File: config.mk
export PLATFORM = sky130hd
export DESIGN_NAME = lgate_top
export DESIGN_NICKNAME = d
export VERILOG_FILES = /design/src/lgate_pkg.sv /design/src/lgate_top.sv /design/src/lgate_sync.sv
export VERILOG_INCLUDE_DIRS = /design/src
export SDC_FILE = /design/constraint.sdc
export NUM_CORES = 1
export LEC_CHECK = 0
export BUFFER_PORTS_ARGS = -buffer_cell sky130_fd_sc_hd__clkbuf_2
export CORE_MARGIN = 5
export CORE_UTILIZATION = 59
export DETAILED_ROUTE_END_ITERATION = 8
export PLACE_DENSITY_LB_ADDON = 0.05
export SYNTH_ARGS = -nofsm -noshare
export SYNTH_HDL_FRONTEND = slang
export SYNTH_SLANG_ARGS = --single-unit
export TNS_END_PERCENT = 10
File: constraint.sdc
create_clock -name clk -period 2.63 [get_ports clk]
set_input_delay 0.1315 -clock clk [delete_from_list [all_inputs] [get_ports clk]]
set_output_delay 0.1315 -clock clk [all_outputs]
set_load 0.05 [all_outputs]
File: src/lgate_cfg.svh
// Purpose: Constants for the laser enable gating block
// Assumes: 250 MHz clock
// Notes: Times in their own units, counts derived
`ifndef LGATE_CFG_SVH
`define LGATE_CFG_SVH
`define LGATE_CLK_MHZ 250
`define LGATE_ARM_DELAY_MS 5000
`define LGATE_ARM_CYCLES (`LGATE_ARM_DELAY_MS * 1000 * `LGATE_CLK_MHZ)
`define LGATE_PWM_MAX_KHZ 160
`define LGATE_SYNC_STAGES 3
`endif

File: src/lgate_pkg.sv
// Purpose: Types for the laser enable gating block
// Assumes: Nothing
// Notes: Arming state encoding
package lgate_pkg;
	typedef enum logic [1:0] {
		LGATE_ST_OFF = 2'b00,
		LGATE_ST_WAIT_RESTART = 2'b01,
		LGATE_ST_ARMING = 2'b10,
		LGATE_ST_READY = 2'b11
	} lgate_state_t;
endpackage

File: src/lgate_top.sv
// Operation
// Lasing is allowed only while the safety interlock input is asserted.
// With a key, a reasserted interlock waits for a key or restart toggle, then a 5 s delay.
// Without a key, a reasserted interlock re-enables at once if the gate request is present.
// Drive follows the duty cycle of the power command pulse train.
// The controller keeps the power command near 5 kHz and never above 160 kHz. The controller model's period is 1600 cycles, 156.25 kHz at 250 MHz.
// Lasing is allowed only while the beam gate request is asserted.
// With a key, lasing waits 5 s after the gate request becomes asserted.
// With a key, both the gate request and the shutter switch must be open.
// The controller waits about 200 ms after power-up before pulsing restart.
// Restart held keeps the laser off; its release sets ready, with a 5 s delay if keyed. The code shows ready_out from the start of arming, before the delay.
// RF drive stays off until ready and beam gate open are active together.
// Inputs are synchronised and the arming counter restarts when arming is lost.
//
// Purpose: Decide when RF drive and lasing are permitted
// Assumes: All user inputs asynchronous, active high
// Notes: ARM_CYCLES is a parameter so simulation can shorten it
`timescale 1ns/1ps
`include "lgate_cfg.svh"
module lgate_top #(
	parameter int unsigned ARM_CYCLES = `LGATE_ARM_CYCLES,
	parameter bit HAS_KEY = 1'b1
) (
	// Clock and reset
	clk,
	rst,
	// User inputs
	interlock_in,
	gate_request_in,
	restart_in,
	pwm_in,
	// Front panel
	key_on_in,
	shutter_open_in,
	// Status and drive
	ready_out,
	beam_gate_indicator,
	rf_enable,
	rf_drive
);
	input wire logic clk;
	input wire logic rst;
	input wire logic interlock_in;
	input wire logic gate_request_in;
	input wire logic restart_in;
	input wire logic pwm_in;
	input wire logic key_on_in;
	input wire logic shutter_open_in;
	output logic ready_out;
	output logic beam_gate_indicator;
	output logic rf_enable;
	output logic rf_drive;

	// Zero cycles would leave the arming state with no exit
	if (ARM_CYCLES < 1) begin : g_bad_arm
		$error("ARM_CYCLES must be at least one");
	end

	////////////////////////////////////////////////////////////////
	localparam int NIN = 6;
	logic [NIN-1:0] raw, syn;
	assign raw = {pwm_in, shutter_open_in, key_on_in, restart_in, gate_request_in, interlock_in};

	// input synchronisers
	genvar gi;
	generate
		for (gi = 0; gi < NIN; gi++) begin : g_sync
			lgate_sync u_sync (
				.clk(clk),
				.rst(rst),
				.in_async(raw[gi]),
				.out_sync(syn[gi])
			);
		end
	endgenerate

	logic ilk, req, rstr, key, shut, pwm;
	assign {pwm, shut, key, rstr, req, ilk} = syn;

	////////////////////////////////////////////////////////////////
	lgate_pkg::lgate_state_t st_q, st_d;
	logic [31:0] cnt_q, cnt_d;
	logic key_q, key_d, rstr_q, rstr_d;
	logic rdy_q, rdy_d, bgi_q, bgi_d, en_q, en_d, drv_q, drv_d;
	logic gate_ok, toggled;

	// Keyed variant also needs the manual shutter open
	function automatic logic gate_open(input logic request, input logic shutter);
		return HAS_KEY ? (request && shutter) : request;
	endfunction

	// Ready covers the arming delay as well as full readiness
	function automatic logic shows_ready(input lgate_pkg::lgate_state_t s);
		return (s == lgate_pkg::LGATE_ST_READY) || (s == lgate_pkg::LGATE_ST_ARMING);
	endfunction

	// Only the final state may light the RF stage
	function automatic logic may_lase(input lgate_pkg::lgate_state_t s);
		return s == lgate_pkg::LGATE_ST_READY;
	endfunction

	////////////////////////////////////////////////////////////////
	// edge history
	// Reset to low, so a key already on after reset looks like a turn;
	// the latched state, entered after reset while the synced interlock still reads low, is left on that turn
	always_comb begin
		key_d = key;
		rstr_d = rstr;
	end

	always_ff @(posedge clk) begin
		if (rst) begin
			key_q <= 1'b0;
			rstr_q <= 1'b0;
		end else begin
			key_q <= key_d;
			rstr_q <= rstr_d;
		end
	end

	////////////////////////////////////////////////////////////////
	// Arming state and delay counter
	always_comb begin
		// gate request and shutter switch
		gate_ok = gate_open(req, shut);
		// key or restart toggle releases latch
		toggled = (key && !key_q) || (!rstr && rstr_q);
		st_d = st_q;
		cnt_d = cnt_q;
		case (st_q)
			lgate_pkg::LGATE_ST_OFF: begin
				cnt_d = 32'h0;
				// unkeyed interlock not latched
				if (ilk && !rstr && (!HAS_KEY || key))
					st_d = HAS_KEY ? lgate_pkg::LGATE_ST_ARMING : lgate_pkg::LGATE_ST_READY;
			end
			lgate_pkg::LGATE_ST_WAIT_RESTART: begin
				cnt_d = 32'h0;
				// latched until toggle
				if (!ilk)
					st_d = lgate_pkg::LGATE_ST_WAIT_RESTART;
				else if (toggled && key && !rstr)
					st_d = lgate_pkg::LGATE_ST_ARMING;
			end
			lgate_pkg::LGATE_ST_ARMING: begin
				// counter restarts when arming lost
				if (!gate_ok)
					cnt_d = 32'h0;
				else
					cnt_d = cnt_q + 32'h1;
				// five second wait
				if (gate_ok && cnt_q >= ARM_CYCLES - 1)
					st_d = lgate_pkg::LGATE_ST_READY;
			end
			lgate_pkg::LGATE_ST_READY: begin
				cnt_d = 32'h0;
				// new gate request rearms
				if (HAS_KEY && !gate_ok)
					st_d = lgate_pkg::LGATE_ST_ARMING;
			end
			default: st_d = lgate_pkg::LGATE_ST_OFF;
		endcase
		// restart held disables
		if (rstr)
			st_d = lgate_pkg::LGATE_ST_OFF;
		// interlock loss
		if (!ilk)
			st_d = HAS_KEY ? lgate_pkg::LGATE_ST_WAIT_RESTART : lgate_pkg::LGATE_ST_OFF;
		// key off drops arming
		if (HAS_KEY && !key && ilk && !rstr)
			st_d = lgate_pkg::LGATE_ST_OFF;
	end

	always_ff @(posedge clk) begin
		if (rst) begin
			st_q <= lgate_pkg::LGATE_ST_OFF;
			cnt_q <= 32'h0;
		end else begin
			st_q <= st_d;
			cnt_q <= cnt_d;
		end
	end

	////////////////////////////////////////////////////////////////
	// Status and drive, decoded from the next state (beam gate indicator from gate_ok) so that
	// the outputs stay one flop away from the pins
	always_comb begin
		// ready shown after release
		rdy_d = shows_ready(st_d);
		// beam gate indicator
		bgi_d = gate_ok;
		// both ready and gate open
		en_d = ilk && may_lase(st_d) && gate_ok;
		// drive follows command duty
		drv_d = en_d && pwm;
	end

	always_ff @(posedge clk) begin
		if (rst) begin
			rdy_q <= 1'b0;
			bgi_q <= 1'b0;
			en_q <= 1'b0;
			drv_q <= 1'b0;
		end else begin
			rdy_q <= rdy_d;
			bgi_q <= bgi_d;
			en_q <= en_d;
			drv_q <= drv_d;
		end
	end

	////////////////////////////////////////////////////////////////
	// Registered outputs

	assign ready_out = rdy_q;
	assign beam_gate_indicator = bgi_q;
	assign rf_enable = en_q;
	assign rf_drive = drv_q;
endmodule

File: src/lgate_sync.sv
// Purpose: Three-stage synchroniser with agreement filter
// Assumes: Asynchronous input level
// Notes: Output changes once stages two and three agree
`timescale 1ns/1ps
module lgate_sync (
	// Clock and reset
	input wire logic clk,
	input wire logic rst,
	// Level in and out
	input wire logic in_async,
	output logic out_sync
);
	logic s1_q, s1_d, s2_q, s2_d, s3_q, s3_d, o_q, o_d;

	always_comb begin
		s1_d = in_async;
		s2_d = s1_q;
		s3_d = s2_q;
		o_d = (s2_q == s3_q) ? s3_q : o_q;
	end

	always_ff @(posedge clk) begin
		if (rst) begin
			s1_q <= 1'b0;
			s2_q <= 1'b0;
			s3_q <= 1'b0;
			o_q <= 1'b0;
		end else begin
			s1_q <= s1_d;
			s2_q <= s2_d;
			s3_q <= s3_d;
			o_q <= o_d;
		end
	end

	assign out_sync = o_q;
endmodule

==> reports/summary.md <==
- completed — outcome
- no — unrepaired setup endpoints after global routing
- input pin to flip-flop — kind of path behind the tightest hold check
- 75.73 um — height of the die
- 0.8183 — ratio of final minimum period to clock period
- 0.5977 — Initial Util
- clkbuf_8 — clk root buf
- 64 — sinks on the clock net
- 70 ps — clock transition at the registers of the reported paths
- 2152 ps — time the worst path needs with I/O delays and setup
- 0 — remaining number of nets flagged by the antenna check after routing
- 0 — Final Max Tran Viols
- dfxtp_1 (50%), xor2_1 (6.2%), nor2_1 (5.6%) — ranking of synthesized cells by area
- 9.168 sq um — Avg Synthesized Cell Area
- 0.1800 — GRT Util Overall
- 33 — maximum number of pins on one net before global-route repair
- 1875 — count of vias placed by the detailed router
- 0 — Post-synth ARST share
- 0 — Hold Violations, Final
- 2880 ps — worst endpoint required time
- 12 — number of placed I/O pins
- 0 — max-cap violation count
- 0 — Critical path buffers and inverters
- flip-flop — Crit. End Element
- 64 — FF+latch count, synth
- 0.8634 — RD Place Congestion
- 0 — setup bufs post-CTS
- 14.19% — synth-to-layout area growth
- 0 ps — post-route setup TNS
- 0.5027 — share of the synthesized area in the top cell type
- 540 ps — delay contributed by the slowest stage of the critical path
- dfxtp_1 — commonest register cell after synthesis
- 0.1122 — share of post-route cells with drive strength above 1
- 7728 um — wire length of the first global-routing pass
- 5.282 — routed vias/inst
- 0 — Post-synth EDFFs
- 566.1 ps — worst slew pin tran
- 75.73 um — die outline width
- 2400 ps — signal arrival time at the worst endpoint
- 337 — number of placed cells counting well taps
- 2 — number of buffers on the longest clock path
- 0.001008 uW — Leak Pwr
- dfxtp_1 — Synth area leader
- 12.20 um — average wire per cell in the routed design
- 664.9 nW/um^2 — power density relative to cell area
- 5734 sq um — overall die area
- 0.4646 GHz — FMAX
- 1794 — via count of the first global-routing pass
- 11 — input/output buffers
- simple AND/OR/NAND/NOR gates — cell class contributing the biggest share of worst-path delay
- 0.5027 — post-synthesis sequential area ratio
- dfxtp_1 (64), nor2_1 (38), nor2b_1 (21) — leading cell types by count after synthesis
- flip-flop — kind of start point of the critical path
- 2898 um — detailed placer's ending HPWL
- 330 ps — clock network latency to the later pin of the worst-skew pair
- or4_1 — Critical Path Slowest Stage Cell
- 35 — Synth cell types
- 2549 sq um — post-synth design cell area
- 0.6191 — Max-Slew Margin vs Limit
- 311 — Nets
- 0 — GRT Residual Overflow
- or4_1, or4b_1, nor4b_2, nor4_1, nor4b_2 — worst path cell trace
- 0 — Finish-stage setup viols
- 0 — count of yosys warnings during synthesis
- 0 — antenna violations before repair
- 9 — number of buffers inserted during clock tree synthesis
- 291 — Syn Nets
- 8.694 ps — Clock Skew
- yes — clock tree from TritonCTS
- 4331 um — Routed Wire Length
- 24 — Site Rows
- 4264 sq um — core area
- 4 — number of detailed-route iterations in the first pass
- 102 — number of DRC markers in iteration 0
- 278 — post-synthesis instance total
- 0 — diode count
- nor4b_2 — cell occurring most often along the worst timing path
- 549.7 uV — largest vdd supply drop
- 5 — maximum fanout along the worst path
- flip-flop to flip-flop — Setup CP Type
- 355 — final standard cell count with taps included and fillers excluded
- 0 — Post-route DRC
- dfxtp_1 — most repeated cell in the gate-level netlist after synthesis
- 3 — H-tree depth
cells in the final DEF (no fill, tap or decap), types with 4 or more instances in the layout:
master | Yosys | layout
nand3_1 | 14 | 14
inv_1 | 6 | 6
nand2_1 | 20 | 20
xnor2_1 | 12 | 12
nor2_1 | 38 | 38
nor3_1 | 8 | 8
ha_1 | 5 | 5
xor2_1 | 18 | 18
nor2b_1 | 21 | 21
clkbuf_8 | 0 | 10
dfxtp_1 | 64 | 64
o21ai_0 | 9 | 9
and3_1 | 7 | 7
clkbuf_2 | 0 | 11
a21oi_1 | 8 | 8
nor4_1 | 8 | 8
nand4_1 | 7 | 7
buf_4 | 0 | 4
cell families (layout without fill, tap and decap cells):
logic type,after synthesis,after routing,synth area share
xor+xnor,30,30,0.1031
buf+inv,14,39,0.02062
simple gates,139,139,0.2901
compound gates,26,26,0.05891
flops,64,64,0.5027
fa+ha+maj,5,5,0.02455
where the power goes:
group,switching (uW),internal [uW],total (uW)
Clock,359,558,917
Combinational,15.9,16.0,31.9
Sequential,4.97,981,986
Total,380,1560,1940
layer usage:
metal,part of all wire,vias up,global-route usage
li1,-,987,-
met4,0.016,0,0.1049
met5,0,-,0
met1,0.48,859,0.2178
met2,0.47,24,0.2905
met3,0.030,5,0.04354
worst reg2reg max path: cells and delay by family, from the launching register on:
family           cells  cell delay, ps
DFF                  1             340
and+or+nand+nor      5            1720
sequential cells by signal, summed over array words and instances (netlist names):
signal,flops
beam_gate_indicator,1
g_sync.u_sync.out_sync,6
ready_out,1
rf_drive,1
cnt_q,32
g_sync.u_sync.s1_q,6
rf_enable,1
g_sync.u_sync.s3_q,6
st_q,2
key_q,1
rstr_q,1
g_sync.u_sync.s2_q,6
repair_timing:
item	in CTS	in global routing
resized for setup	0	0
endpoints found under the hold margin	2	0
setup endpoints to repair	0	0
hold buffers	2	0
through the flow:
stage | setup slack (ps) | total power, uW | hold WS (ps) | util | cell area (sq um)
after floorplan | 589.6 | 1027 | 227.2 | - | 2549
after global placement | 537.5 | 1036 | 339.2 | 0.6259 | 2669
after detailed placement | 474.2 | 1038 | 350.3 | 0.6259 | 2669
after CTS | 466.7 | 1961 | 1.313 | 0.6825 | 2910
after global routing | 333.8 | 2008 | 33.09 | 0.6825 | 2910
final | 477.8 | 1935 | 9.155 | 0.6825 | 2910
final cells by class:
class	count	area [sq um]
Tap cell	52	65.06
Fill cell	363	1354
Clock buffer	11	141.4
Multi-Input combinational cell	200	1215
Clock inverter	5	80.08
Timing Repair Buffer	17	105.1
Sequential cell	64	1281
Inverter	6	22.52
path summary, 6_finish.rpt:
kind	startpoint	to	slack [ps]	cells past startpoint
setup reg to reg	cnt_q[21]	rf_drive	480	5
hold / removal	pwm_in	g_sync[5].u_sync.s1_q	9	2
setup / recovery	cnt_q[21]	rf_drive	480	5
hold reg to reg	g_sync[4].u_sync.s1_q	g_sync[4].u_sync.s2_q	440	1
Note: power is estimated with default switching activity, not from simulation.
